<file path="src/gpc_defines.svh">
// register indices, field positions, reset values and codes for gpc
`ifndef GPC_DEFINES_SVH
`define GPC_DEFINES_SVH

// ------------
// register indices (byte address is four times the index)
// ------------
`define GPC_IDX_GAIN 16'he60f
`define GPC_IDX_PULSE 16'he610
`define GPC_IDX_CAL_A 16'he614
`define GPC_IDX_CAL_B 16'he615
`define GPC_IDX_CAL_C 16'he616
`define GPC_IDX_INCLUDE 16'he620
`define GPC_IDX_STATUS 16'he621
`define GPC_AXI_AW 18

// ------------
// field positions
// ------------
`define GPC_GAIN_PHI_LSB 0
`define GPC_GAIN_NEU_LSB 3
`define GPC_GAIN_VOL_LSB 6
`define GPC_SEL_LSB 0
`define GPC_DIS_LSB 9
`define GPC_CAP_LSB 12
`define GPC_CAL_W 10

// ------------
// writable masks and reset values
// ------------
`define GPC_GAIN_MASK 16'h01ff
`define GPC_PULSE_MASK 16'h7fff
`define GPC_CAL_MASK 16'h03ff
`define GPC_INCLUDE_MASK 16'h01ff
`define GPC_GAIN_RST 16'h0000
`define GPC_PULSE_RST 16'h0ea0
`define GPC_CAL_RST 16'h0000
`define GPC_INCLUDE_RST 16'h01ff

// ------------
// codes and calibration ranges
// ------------
`define GPC_Q_TOTAL_ACTIVE 3'h0
`define GPC_Q_APPARENT 3'h2
`define GPC_Q_FUND_ACTIVE 3'h3
`define GPC_Q_FUND_REACTIVE 3'h4
`define GPC_GAIN_CODE_MAX 3'h4
`define GPC_CAL_CUR_MAX 10'h17f
`define GPC_CAL_ALIAS1_MAX 10'h1ff
`define GPC_CAL_VOL_MAX 10'h23f
`define GPC_CAL_ALIAS1_SHIFT 10'h080
`define GPC_CAL_ALIAS2_BASE 10'h240
`define GPC_CAL_ALIAS2_TARGET 10'h100
`define GPC_CAL_ALIAS2_SPAN 10'h07f
`define GPC_POWER_W 24
`define GPC_RESP_OKAY 2'h0
`define GPC_RESP_SLVERR 2'h2

`endif

</file>
<file path="src/gpc_pkg.sv">
// types shared by the gpc configuration block
package gpc_pkg;
    `include "gpc_defines.svh"

    typedef enum logic [2:0] {
        GPC_Q_TOTAL_ACTIVE = `GPC_Q_TOTAL_ACTIVE,
        GPC_Q_APPARENT = `GPC_Q_APPARENT,
        GPC_Q_FUND_ACTIVE = `GPC_Q_FUND_ACTIVE,
        GPC_Q_FUND_REACTIVE = `GPC_Q_FUND_REACTIVE
    } gpc_quantity_t;

    typedef struct packed {
        logic signed [`GPC_POWER_W-1:0] total_active;
        logic signed [`GPC_POWER_W-1:0] apparent;
        logic signed [`GPC_POWER_W-1:0] fund_active;
        logic signed [`GPC_POWER_W-1:0] fund_reactive;
    } gpc_phase_power_t;

    typedef struct packed {
        logic [2:0] quantity_select;
        logic [2:0] phase_include;
        logic pin_disable;
        logic energy_capture;
    } gpc_pulse_cfg_t;

    typedef struct packed {
        logic [2:0] phase_current;
        logic [2:0] neutral_current;
        logic [2:0] phase_voltage;
    } gpc_gain_codes_t;

    typedef struct packed {
        logic [4:0] phase_current;
        logic [4:0] neutral_current;
        logic [4:0] phase_voltage;
    } gpc_gain_factors_t;
endpackage

</file>
<file path="src/gpc_config_top.sv">
// gain, pulse output and phase calibration registers behind AXI4-Lite
//
// Functional notes
// phase current gain code, 101+ act as 000
// neutral gain code in bits 5:3
// voltage gain code in bits 8:6
// pulse one quantity select, reset 000
// pulse two select bits 5:3, reset 100
// pulse three select bits 8:6, reset 010
// only included phases summed, all by default
// pulse one pin disable bit 9, reset 1
// pulse two pin disable bit 10, reset 1
// pulse three pin disable bit 11, reset 1
// pulse one pulse captures energy, bit 12
// pulse two pulse captures energy, bit 13
// pulse three pulse captures energy, bit 14
// software keeps current compensation 0 to 383
// software keeps voltage compensation 512 to 575
// values 384-511 act as 256-383
// values 576-1023 act as 384-511
// sixteen-bit registers, reserved bits read zero
`timescale 1ns/1ps
module gpc_config_top #(
    parameter int EW = 32
) (
    input wire logic clk,
    input wire logic sys_rst,
    input wire logic [`GPC_AXI_AW-1:0] s_axi_awaddr,
    input wire logic [2:0] s_axi_awprot,
    input wire logic s_axi_awvalid,
    output logic s_axi_awready,
    input wire logic [31:0] s_axi_wdata,
    input wire logic [3:0] s_axi_wstrb,
    input wire logic s_axi_wvalid,
    output logic s_axi_wready,
    output logic [1:0] s_axi_bresp,
    output logic s_axi_bvalid,
    input wire logic s_axi_bready,
    input wire logic [`GPC_AXI_AW-1:0] s_axi_araddr,
    input wire logic [2:0] s_axi_arprot,
    input wire logic s_axi_arvalid,
    output logic s_axi_arready,
    output logic [31:0] s_axi_rdata,
    output logic [1:0] s_axi_rresp,
    output logic s_axi_rvalid,
    input wire logic s_axi_rready,
    input wire gpc_pkg::gpc_phase_power_t [2:0] phase_power,
    input wire logic [2:0] dfc_pulse,
    input wire logic [2:0][EW-1:0] energy_in,
    output logic pulse_output_one,
    output logic pulse_output_two,
    output logic pulse_output_three,
    output logic signed [2:0][`GPC_POWER_W+1:0] pulse_sum_power,
    output logic [2:0][EW-1:0] energy_snapshot,
    output logic [2:0] energy_snapshot_strobe,
    output gpc_pkg::gpc_gain_codes_t gain_codes,
    output gpc_pkg::gpc_gain_factors_t gain_factors,
    output logic [2:0][`GPC_CAL_W-1:0] phase_compensation_value,
    output logic [2:0] compensation_on_voltage
);
    import gpc_pkg::*;

    // ------------
    // helpers
    // ------------
    localparam logic [2:0] SEL_GAIN = 3'h0;
    localparam logic [2:0] SEL_PULSE = 3'h1;
    localparam logic [2:0] SEL_CAL_A = 3'h2;
    localparam logic [2:0] SEL_CAL_B = 3'h3;
    localparam logic [2:0] SEL_CAL_C = 3'h4;
    localparam logic [2:0] SEL_INCLUDE = 3'h5;
    localparam logic [2:0] SEL_STATUS = 3'h6;
    localparam logic [2:0] SEL_NONE = 3'h7;

    // low two address bits are ignored: every register is a whole word
    function automatic logic [2:0] decode(
        input logic [`GPC_AXI_AW-1:0] addr
    );
        logic [15:0] idx;
        idx = addr[`GPC_AXI_AW-1:2];
        case (idx)
            `GPC_IDX_GAIN: decode = SEL_GAIN;
            `GPC_IDX_PULSE: decode = SEL_PULSE;
            `GPC_IDX_CAL_A: decode = SEL_CAL_A;
            `GPC_IDX_CAL_B: decode = SEL_CAL_B;
            `GPC_IDX_CAL_C: decode = SEL_CAL_C;
            `GPC_IDX_INCLUDE: decode = SEL_INCLUDE;
            `GPC_IDX_STATUS: decode = SEL_STATUS;
            default: decode = SEL_NONE;
        endcase
    endfunction

    function automatic logic [15:0] merge(
        input logic [15:0] old,
        input logic [31:0] data,
        input logic [3:0] strb,
        input logic [15:0] mask
    );
        logic [15:0] v;
        v = old;
        if (strb[0]) begin
            v[7:0] = data[7:0];
        end
        if (strb[1]) begin
            v[15:8] = data[15:8];
        end
        merge = v & mask;
    endfunction

    // reserved codes behave like code 000
    function automatic logic [2:0] gain_code(input logic [2:0] raw);
        gain_code = (raw > `GPC_GAIN_CODE_MAX) ? 3'h0 : raw;
    endfunction

    function automatic logic [4:0] gain_factor(input logic [2:0] code);
        gain_factor = 5'h01 << code;
    endfunction

    // 576 and up fold back into 384-511, which in turn acts as 256-383
    function automatic logic [`GPC_CAL_W-1:0] cal_effective(
        input logic [`GPC_CAL_W-1:0] raw
    );
        logic [`GPC_CAL_W-1:0] off;
        off = raw - `GPC_CAL_ALIAS2_BASE;
        if (raw <= `GPC_CAL_CUR_MAX) begin
            cal_effective = raw;
        end else if (raw <= `GPC_CAL_ALIAS1_MAX) begin
            cal_effective = raw - `GPC_CAL_ALIAS1_SHIFT;
        end else if (raw <= `GPC_CAL_VOL_MAX) begin
            cal_effective = raw;
        end else begin
            cal_effective = `GPC_CAL_ALIAS2_TARGET +
                            (off & `GPC_CAL_ALIAS2_SPAN);
        end
    endfunction

    // ------------
    // configuration registers
    // ------------
    logic [15:0] gain_reg;
    logic [15:0] pulse_reg;
    logic [2:0][15:0] cal_reg;
    logic [15:0] include_reg;
    logic [2:0] pin_level;

    // ------------
    // write path
    // ------------
    logic aw_held;
    logic w_held;
    logic [`GPC_AXI_AW-1:0] aw_addr;
    logic [31:0] w_data;
    logic [3:0] w_strb;

    wire logic aw_take;
    wire logic w_take;
    wire logic do_write;
    wire logic [2:0] wsel;
    wire logic [15:0] next_gain;
    wire logic [15:0] next_pulse;
    wire logic [15:0] next_include;

    assign s_axi_awready = ~aw_held & ~s_axi_bvalid;
    assign s_axi_wready = ~w_held & ~s_axi_bvalid;
    assign aw_take = s_axi_awvalid & s_axi_awready;
    assign w_take = s_axi_wvalid & s_axi_wready;
    assign do_write = aw_held & w_held & ~s_axi_bvalid;
    assign wsel = decode(aw_addr);
    assign next_gain = merge(gain_reg, w_data, w_strb, `GPC_GAIN_MASK);
    assign next_pulse = merge(pulse_reg, w_data, w_strb, `GPC_PULSE_MASK);
    assign next_include = merge(include_reg, w_data, w_strb,
                                `GPC_INCLUDE_MASK);

    always_ff @(posedge clk) begin
        if (sys_rst) begin
            aw_held <= 1'b0;
            aw_addr <= '0;
        end else if (aw_take) begin
            aw_held <= 1'b1;
            aw_addr <= s_axi_awaddr;
        end else if (do_write) begin
            aw_held <= 1'b0;
        end
    end

    always_ff @(posedge clk) begin
        if (sys_rst) begin
            w_held <= 1'b0;
            w_data <= '0;
            w_strb <= '0;
        end else if (w_take) begin
            w_held <= 1'b1;
            w_data <= s_axi_wdata;
            w_strb <= s_axi_wstrb;
        end else if (do_write) begin
            w_held <= 1'b0;
        end
    end

    always_ff @(posedge clk) begin
        if (sys_rst) begin
            s_axi_bvalid <= 1'b0;
            s_axi_bresp <= `GPC_RESP_OKAY;
        end else if (do_write) begin
            s_axi_bvalid <= 1'b1;
            s_axi_bresp <= (wsel == SEL_NONE) ? `GPC_RESP_SLVERR
                                              : `GPC_RESP_OKAY;
        end else if (s_axi_bready) begin
            s_axi_bvalid <= 1'b0;
        end
    end

    always_ff @(posedge clk) begin
        if (sys_rst) begin
            gain_reg <= `GPC_GAIN_RST;
            pulse_reg <= `GPC_PULSE_RST;
            include_reg <= `GPC_INCLUDE_RST;
        end else if (do_write) begin
            if (wsel == SEL_GAIN) begin
                gain_reg <= next_gain;
            end
            if (wsel == SEL_PULSE) begin
                pulse_reg <= next_pulse;
            end
            if (wsel == SEL_INCLUDE) begin
                include_reg <= next_include;
            end
        end
    end

    // out-of-range values are stored raw, aliased later
    always_ff @(posedge clk) begin
        if (sys_rst) begin
            cal_reg <= {3{`GPC_CAL_RST}};
        end else if (do_write) begin
            for (int i = 0; i < 3; i++) begin
                if (wsel == SEL_CAL_A + 3'(i)) begin
                    cal_reg[i] <= merge(cal_reg[i], w_data, w_strb,
                                        `GPC_CAL_MASK);
                end
            end
        end
    end

    // ------------
    // read path
    // ------------
    wire logic ar_take;
    wire logic [2:0] rsel;
    logic [15:0] read_word;

    assign s_axi_arready = ~s_axi_rvalid;
    assign ar_take = s_axi_arvalid & s_axi_arready;
    assign rsel = decode(s_axi_araddr);

    always_comb begin
        read_word = 16'h0000;
        case (rsel)
            SEL_GAIN: read_word = gain_reg;
            SEL_PULSE: read_word = pulse_reg;
            SEL_CAL_A: read_word = cal_reg[0];
            SEL_CAL_B: read_word = cal_reg[1];
            SEL_CAL_C: read_word = cal_reg[2];
            SEL_INCLUDE: read_word = include_reg;
            SEL_STATUS: read_word = {10'h000, energy_snapshot_strobe,
                                     pin_level};
            default: read_word = 16'h0000;
        endcase
    end

    always_ff @(posedge clk) begin
        if (sys_rst) begin
            s_axi_rvalid <= 1'b0;
            s_axi_rdata <= '0;
            s_axi_rresp <= `GPC_RESP_OKAY;
        end else if (ar_take) begin
            s_axi_rvalid <= 1'b1;
            s_axi_rdata <= {16'h0000, read_word};
            s_axi_rresp <= (rsel == SEL_NONE) ? `GPC_RESP_SLVERR
                                              : `GPC_RESP_OKAY;
        end else if (s_axi_rready) begin
            s_axi_rvalid <= 1'b0;
        end
    end

    // ------------
    // gain and calibration outputs
    // ------------
    wire gpc_gain_codes_t next_codes;
    wire gpc_gain_factors_t next_factors;

    assign next_codes.phase_current =
        gain_code(gain_reg[`GPC_GAIN_PHI_LSB +: 3]);
    assign next_codes.neutral_current =
        gain_code(gain_reg[`GPC_GAIN_NEU_LSB +: 3]);
    assign next_codes.phase_voltage =
        gain_code(gain_reg[`GPC_GAIN_VOL_LSB +: 3]);
    assign next_factors.phase_current =
        gain_factor(next_codes.phase_current);
    assign next_factors.neutral_current =
        gain_factor(next_codes.neutral_current);
    assign next_factors.phase_voltage =
        gain_factor(next_codes.phase_voltage);

    always_ff @(posedge clk) begin
        if (sys_rst) begin
            gain_codes <= '0;
            gain_factors <= '0;
            phase_compensation_value <= '0;
            compensation_on_voltage <= '0;
        end else begin
            gain_codes <= next_codes;
            gain_factors <= next_factors;
            for (int i = 0; i < 3; i++) begin
                phase_compensation_value[i] <=
                    cal_effective(cal_reg[i][`GPC_CAL_W-1:0]);
                compensation_on_voltage[i] <=
                    cal_reg[i][`GPC_CAL_W-1:0] > `GPC_CAL_ALIAS1_MAX &&
                    cal_reg[i][`GPC_CAL_W-1:0] <= `GPC_CAL_VOL_MAX;
            end
        end
    end

    // ------------
    // pulse outputs
    // ------------
    gpc_pulse_cfg_t [2:0] chan_cfg;

    always_comb begin
        chan_cfg = '0;
        for (int i = 0; i < 3; i++) begin
            chan_cfg[i].quantity_select =
                pulse_reg[`GPC_SEL_LSB + 3*i +: 3];
            chan_cfg[i].phase_include = include_reg[3*i +: 3];
            chan_cfg[i].pin_disable =
                pulse_reg[`GPC_DIS_LSB + i];
            chan_cfg[i].energy_capture =
                pulse_reg[`GPC_CAP_LSB + i];
        end
    end

    for (genvar g = 0; g < 3; g++) begin : g_chan
        gpc_pulse_channel #(
            .EW(EW)
        ) u_chan (
            .clk(clk),
            .sys_rst(sys_rst),
            .phase_power(phase_power),
            .cfg(chan_cfg[g]),
            .dfc_pulse(dfc_pulse[g]),
            .energy_in(energy_in[g]),
            .pin(pin_level[g]),
            .sum_power(pulse_sum_power[g]),
            .energy_snapshot(energy_snapshot[g]),
            .snapshot_strobe(energy_snapshot_strobe[g])
        );
    end

    assign pulse_output_one = pin_level[0];
    assign pulse_output_two = pin_level[1];
    assign pulse_output_three = pin_level[2];
endmodule

</file>
<file path="src/gpc_pulse_channel.sv">
// one pulse output: quantity pick, phase sum, pin gate, energy capture
`timescale 1ns/1ps
module gpc_pulse_channel #(
    parameter int EW = 32
) (
    input wire logic clk,
    input wire logic sys_rst,
    input wire gpc_pkg::gpc_phase_power_t [2:0] phase_power,
    input wire gpc_pkg::gpc_pulse_cfg_t cfg,
    input wire logic dfc_pulse,
    input wire logic [EW-1:0] energy_in,
    output logic pin,
    output logic signed [`GPC_POWER_W+1:0] sum_power,
    output logic [EW-1:0] energy_snapshot,
    output logic snapshot_strobe
);
    import gpc_pkg::*;

    // ------------
    // quantity selection
    // ------------
    // reserved codes contribute nothing rather than a stale quantity
    function automatic logic signed [`GPC_POWER_W+1:0] pick(
        input gpc_phase_power_t p,
        input logic [2:0] sel,
        input logic use_phase
    );
        logic signed [`GPC_POWER_W-1:0] v;
        v = '0;
        case (sel)
            `GPC_Q_TOTAL_ACTIVE: v = p.total_active;
            `GPC_Q_APPARENT: v = p.apparent;
            `GPC_Q_FUND_ACTIVE: v = p.fund_active;
            `GPC_Q_FUND_REACTIVE: v = p.fund_reactive;
            default: v = '0;
        endcase
        pick = use_phase ? (`GPC_POWER_W+2)'(v) : '0;
    endfunction

    wire logic signed [`GPC_POWER_W+1:0] term_a;
    wire logic signed [`GPC_POWER_W+1:0] term_b;
    wire logic signed [`GPC_POWER_W+1:0] term_c;
    wire logic signed [`GPC_POWER_W+1:0] next_sum_power;
    wire logic next_pin;
    wire logic next_capture;

    assign term_a = pick(phase_power[0], cfg.quantity_select,
                         cfg.phase_include[0]);
    assign term_b = pick(phase_power[1], cfg.quantity_select,
                         cfg.phase_include[1]);
    assign term_c = pick(phase_power[2], cfg.quantity_select,
                         cfg.phase_include[2]);
    assign next_sum_power = term_a + term_b + term_c;
    // converter keeps running; only the pin is held low
    assign next_pin = dfc_pulse & ~cfg.pin_disable;
    assign next_capture = dfc_pulse & cfg.energy_capture;

    // ------------
    // registers
    // ------------
    always_ff @(posedge clk) begin
        if (sys_rst) begin
            pin <= 1'b0;
            sum_power <= '0;
            snapshot_strobe <= 1'b0;
        end else begin
            pin <= next_pin;
            sum_power <= next_sum_power;
            snapshot_strobe <= next_capture;
        end
    end

    always_ff @(posedge clk) begin
        if (sys_rst) begin
            energy_snapshot <= '0;
        end else if (next_capture) begin
            energy_snapshot <= energy_in;
        end
    end
endmodule

</file>
<file path="config.mk">
export PLATFORM = sky130hd
export DESIGN_NAME = gpc_config_top
export DESIGN_NICKNAME = d
export VERILOG_FILES = /design/src/gpc_pkg.sv /design/src/gpc_config_top.sv /design/src/gpc_pulse_channel.sv
export VERILOG_INCLUDE_DIRS = /design/src
export SDC_FILE = /design/constraint.sdc
export NUM_CORES = 1
export LEC_CHECK = 0
export BUFFER_PORTS_ARGS = -buffer_cell sky130_fd_sc_hd__buf_2
export CAP_MARGIN = 30
export CORE_ASPECT_RATIO = 0.8
export CORE_MARGIN = 1.5
export CORE_UTILIZATION = 26
export CTS_CLUSTER_DIAMETER = 150
export DETAILED_ROUTE_END_ITERATION = 10
export SLEW_MARGIN = 15
export SYNTH_ARGS = -nofsm -noshare
export SYNTH_HDL_FRONTEND = slang
export SYNTH_HIERARCHICAL = 1
export SYNTH_SLANG_ARGS = --single-unit
</file>
<file path="constraint.sdc">
create_clock -name clk -period 12.4 [get_ports clk]
set_clock_uncertainty 0.2 [all_clocks]
set_input_delay 1.86 -clock clk [delete_from_list [all_inputs] [get_ports clk]]
set_output_delay 1.86 -clock clk [all_outputs]
set_load 0.01 [all_outputs]
</file>
Word level (Yosys, flattened, before mapping)
Cells that the tools add are included.
{"block": "totals", "reg_bits": 359, "elab_cells": 199}
{"block": "classes", "add_sub_neg": 15, "n_lt_le_gt_ge": 15, "n_eq_ne": 36, "shifts": 3, "n_mux": 42, "n_bitwise": 20, "n_reduce_logical": 24}
{"operator": "24-bit one-hot mux with 4 select lines", "n": 9}
{"operator": "26-bit 2-to-1 mux", "n": 9}
{"operator": "16-bit equality test (second input constant)", "n": 14}
{"operator": "26-bit adder", "n": 6}
{"operator": "15-bit one-hot mux with 7 select lines", "n": 1}
{"operator": "10-bit 2-to-1 mux", "n": 9}
{"operator": "10-bit by 9-bit less-or-equal comparator with 1-bit output (second input constant)", "n": 6}
{"operator": "3-bit one-hot mux with 7 select lines", "n": 2}
{"operator": "3-bit AND reduction", "n": 12}
{"operator": "9-bit by 7-bit adder with 10-bit output (first input constant)", "n": 3}
{"operator": "3-bit by 2-bit equality test with 1-bit output (second input constant)", "n": 10}
{"operator": "3-bit equality test (second input constant)", "n": 10}
{"operator": "10-bit by 9-bit greater-than comparator with 1-bit output (second input constant)", "n": 3}
{"operator": "10-bit less-or-equal comparator (second input constant)", "n": 3}
{"operator": "10-bit by 8-bit subtractor with 10-bit output (second input constant)", "n": 3}
{"operator": "7-bit subtractor (second input constant)", "n": 3}
{"operator": "3-bit logical NOT", "n": 5}
{"operator": "1-bit by 3-bit << shifter with 5-bit output (first input constant)", "n": 3}
{"operator": "1-bit AND", "n": 13}
{"operator": "3-bit greater-than comparator (second input constant)", "n": 3}
{"operator": "3-bit 2-to-1 mux", "n": 3}
{"operator": "2-bit nonzero test", "n": 4}
{"operator": "1-bit 2-to-1 mux", "n": 7}
{"operator": "1-bit inverter", "n": 7}
{"operator": "3 further kinds", "n": 7}

Longest topological paths before layout
{"block": "depth", "word_depth": 5, "mapped_depth": 15}

By module
Netlist, hierarchy kept.
{"module": "gpc_config_top", "n_inst": 1, "cells_per_inst": 788, "area_per_inst_um2": 7055.5, "seq_area_each_um2": 3483.3}
{"module": "gpc_pulse_channel at g_chan[1].u_chan", "n_inst": 1, "cells_per_inst": 714, "area_per_inst_um2": 5567.8, "seq_area_each_um2": 1201.2}
{"module": "gpc_pulse_channel at g_chan[2].u_chan", "n_inst": 1, "cells_per_inst": 718, "area_per_inst_um2": 5567.8, "seq_area_each_um2": 1201.2}
{"module": "gpc_pulse_channel at g_chan[0].u_chan", "n_inst": 1, "cells_per_inst": 694, "area_per_inst_um2": 5418.9, "seq_area_each_um2": 1201.2}

Worst setup path after synthesis
No wires, ideal clock.
{"block": "synth_path", "kind": "input-to-reg", "startpoint": "in phase_power[193] (netlist bit)", "endpoint": "reg g_chan[2].u_chan.sum_power[17]", "t_arrival_ps": 4570, "required_ps": 12077, "slack_ps": 7507, "path_stages": 12, "path_buffers": 0, "cell_sequence": "a22o_1 > o21ai_0 > fa_1 > inv_1 > ha_1 > fa_1 > a21o_1 > a22o_1 > a211oi_2 > nand2_2 > a21oi_2 > mux2_1"}
{"block": "synth_between", "elab_chain_len": 3}
{"item": "from (decl)", "line": "gpc_config_top.sv:47", "text": "input wire gpc_pkg::gpc_phase_power_t [2:0] phase_power,"}
{"item": "24-bit one-hot mux with 4 select lines", "line": "gpc_pulse_channel.sv:30", "text": "case (sel)"}
{"item": "26-bit 2-to-1 mux", "line": "gpc_pulse_channel.sv:37", "text": "pick = use_phase ? (`GPC_POWER_W+2)'(v) : '0;"}
{"item": "26-bit adder", "line": "gpc_pulse_channel.sv:53", "text": "assign next_sum_power = term_a + term_b + term_c;"}
{"item": "to (signal assigned)", "line": "gpc_pulse_channel.sv:68", "text": "sum_power <= next_sum_power;"}
{"item": "to (decl)", "line": "gpc_pulse_channel.sv:13", "text": "output logic signed [`GPC_POWER_W+1:0] sum_power,"}
No other way between the ends.
A chain may end at the register's enable or synchronous reset.

Final worst setup path
{"block": "layout_path", "startpoint": "reg pulse_reg[2]", "endpoint": "reg g_chan[0].u_chan.sum_power[19]"}
{"block": "layout_between", "elab_chain_len": 5}
{"item": "from (decl)", "line": "gpc_config_top.sv:141", "text": "logic [15:0] pulse_reg;"}
{"item": "from (signal assigned)", "line": "gpc_config_top.sv:216", "text": "pulse_reg <= `GPC_PULSE_RST;"}
{"item": "from (signal assigned)", "line": "gpc_config_top.sv:223", "text": "pulse_reg <= next_pulse;"}
{"item": "3-bit equality test, or another cell as far along", "line": "gpc_pulse_channel.sv:30"}
{"item": "24-bit one-hot mux with 4 select lines", "line": "gpc_pulse_channel.sv:30"}
{"item": "26-bit 2-to-1 mux", "line": "gpc_pulse_channel.sv:37"}
{"item": "26-bit adder", "line": "gpc_pulse_channel.sv:53"}
{"item": "26-bit adder *", "line": "gpc_pulse_channel.sv:53"}
{"item": "to (signal assigned)", "line": "gpc_pulse_channel.sv:68"}
{"item": "to (decl)", "line": "gpc_pulse_channel.sv:13"}
Every way passes the cells marked *; elsewhere a longest branch is shown, timed or not.

==> reports/metrics.yaml <==
status:
  status: "completed"
setup_path:
  cp.required_ns: 12.67
  cp_top_family: "compound AO/OA/AOI/OAI gates"
  arrival_ns: 6.00
  cp-end-kind: "register"
  cp_slowest_stage_delay_ns: 0.62
  cp_cell_sequence: "nor3b_2, buf_4, buf_4, a22o_1, o21ai_0, fa_1, inv_1, ha_1, a21oi_1, nand2_1, a211oi_1, nor2_1, a31oi_1, mux2_2"
  path_buf_inv: 3
  critPathKind: "reg -> reg"
  cp_slowest_cell: "buf_4"
  cp_max_fo: 42
  cpMostUsedCell: "buf_4"
  worst_setup_path_start_kind: "register"
timing:
  relSlewSlack_pct: 31.84
  finalSetupViolations: 0
  rsz0062_at_grt: "false"
  max_freq_mhz: 174.4
  setup_slack_ns: 6.667
  worst-slew-pin-transition_ns: 1.022
  post-route-period-util_pct: 46.23
  hold_viol_final: 0
  drv_slew: 0
  fin_crit_ns: 5.733
  final.setup.tns_ns: 0
synthesis:
  synth.area.top_cells: "dfxtp_1 (30%), a22o_1 (15%), fa_1 (6.4%)"
  yosys_warnings: 6
  yosys-top-cells-count: "a22o_1 (397), nand2_1 (367), dfxtp_1 (354)"
  synthArstFlopShare_pct: 0
  synthesis.instances: 2914
  netlist.area_leader.share_pct: 30.02
  synth.avg_cell_area_um2: 8.102
  synth-edff-count: 0
  synthesis.area_um2: 23610
  ys_seq_area_share_pct: 30.02
  synth_most_common_cell: "a22o_1"
  synth_top_cell_by_area: "dfxtp_1"
  ys_ff_latch: 354
  yosys.cell_types.count: 89
  synth_top_flop_cell: "dfxtp_1"
routing:
  avgRoutedWirePerCell_um: 24.24
  drc: 0
  vias: 25514
  routed_wirelength_mm: 114.8
  routed_via_density: 5.385
  ant_nets: 0
  drtIter0Drc: 2304
  detail_route.first_pass.iterations: 5
final_layout:
  reg.largest.list: "g_chan.u_chan/energy_snapshot (96), g_chan.u_chan/sum_power (78)"
  finalNetCount: 4113
  drive_above_1_share_pct: 24.87
  largest-register: "g_chan.u_chan/energy_snapshot"
  final_area_um2: 29680
  largest_reg_flops: 96
  area_delta_synth_final_pct: 25.73
placed_design:
  gp_congestion: 0.9444
  dpl.hpwl_mm: 87.18
  port_buffers: 701
  place_area_um2: 28090
  dp_slack_ns: 6.516
cts:
  clk_pin_slew_ns: 0.06
  clock_path_buffers: 3
  postCtsHoldBufs: 0
  cts_root_buf: "clkbuf_16"
  cts_resized: 0
  cts.sinks: 354
  post-cts-setup-buffers: 0
  cts_tree: "yes"
  clock_latency_ns: 0.61
  ctsHtreeMaxLevel: 2
  cts_buffers: 44
grt:
  track_usage_pct: 23.30
  antenna_found_initial: 38
  grt_pass1_wl_mm: 160.5
  grt_pass1_vias: 23715
  grt_overflow_total: 0
  grt_max_degree: 123
pwr:
  max-vdd-ir-drop_uv: 123.3
  power_uw: 3659
  p_leak_uw: 0.01319
  p_per_area_nw_per_um2: 123.3
hold_path:
  min_path_type: "reg -> reg"
floorplan:
  fp.dieH_um: 272.5
  io_pins: 750
  start_util_pct: 26.34
  design.die.area_um2: 92640
  core_um2: 89630
  rows: 98
  die_w_um: 339.9
run:
  max-cap-violations: 0
## layout make-up
cell class,instances,area [um2]
Antenna cell,15,37.54
Clock buffer,58,1214
Clock inverter,20,326.6
Fill cell,9607,59950
Inverter,161,604.3
Multi-Input combinational cell,2190,15070
Sequential cell,354,7087
Tap cell,1200,1501
Timing Repair Buffer,740,3841
## metal layers
layer	wire length (um)	up-vias	share of wire, %	global-route usage, %
li1	-	11648	-	-
met1	48640	12090	42	30.82
met2	48910	1476	43	35.01
met3	12960	272	11	8.236
met4	4168	28	3.6	7.859
met5	172	-	0.15	0
## worst register-to-register path, cell delays in order (launching register included)
cell and delay (ns):
dfxtp_1 0.50, nor3b_2 0.60, buf_4 0.62, buf_4 0.54
a22o_1 0.23, o21ai_0 0.21, fa_1 0.62, inv_1 0.04
ha_1 0.36, a21oi_1 0.28, nand2_1 0.09, a211oi_1 0.55
nor2_1 0.16, a31oi_1 0.22, mux2_2 0.35
## logic make-up after synthesis
group	share of synthesized area, %
flops	30.02
xor+xnor	1.595
simple gates	17.19
other cells	0.01588
fa+ha+maj	10.38
buf+inv	6.661
compound gates	31.54
mux	2.602
## stage by stage
step	hold slack, ns	utilization (%)	cells
2_1_floorplan	0.2126	-	2932
3_3_place_gp	0.2385	31.29	4641
3_5_place_dp	0.2431	31.34	4644
4_1_cts	0.2309	33.06	4722
5_1_grt	0.2583	33.09	4729
6_report	0.2401	33.12	4738
## power breakdown
part	switching, uW	leakage, uW	internal (uW)
Combinational	638	0.00957	399
Sequential	43.0	0.00288	1220
Clock	559	0.000742	805
## placed cells by master (no fill, tap or decap), types with 11 or more instances in the layout
| master | n |
|---|---|
| fa_1 | 75 |
| xnor2_1 | 28 |
| o21ai_0 | 262 |
| buf_4 | 35 |
| ha_1 | 75 |
| a211oi_1 | 15 |
| inv_1 | 160 |
| nor2_1 | 138 |
| nor2b_1 | 76 |
| nor3_1 | 38 |
| diode_2 | 15 |
| buf_2 | 700 |
| and3_1 | 11 |
| nand2_1 | 367 |
| and2_1 | 20 |
| a31oi_1 | 13 |
| nand2b_1 | 12 |
| a21oi_1 | 245 |
| nand3_1 | 50 |
| nand4_1 | 25 |
| clkbuf_16 | 44 |
| xor2_1 | 15 |
| dfxtp_1 | 354 |
| mux2i_1 | 37 |
| nand3b_1 | 12 |
| a211o_1 | 13 |
| nor3b_1 | 16 |
| a22o_1 | 397 |
| a22oi_1 | 40 |
| conb_1 | 19 |
| a21o_1 | 27 |
| mux2_2 | 17 |
## final timing paths
path / from / end / slack, ns / cells after the start
max: pulse_reg[2]$_SDFFE_PP0P_ / g_chan[0].u_chan/sum_power[19]$_SDFF_PP0_ / 6.67 / 14
min: w_data[11]$_SDFFE_PP0P_ / pulse_reg[11]$_SDFFE_PP1P_ / 0.24 / 1
max reg2reg: pulse_reg[2]$_SDFFE_PP0P_ / g_chan[0].u_chan/sum_power[19]$_SDFF_PP0_ / 6.67 / 14
min reg2reg: w_data[11]$_SDFFE_PP0P_ / pulse_reg[11]$_SDFFE_PP1P_ / 0.24 / 1
Power figures use the tool's default switching activity.
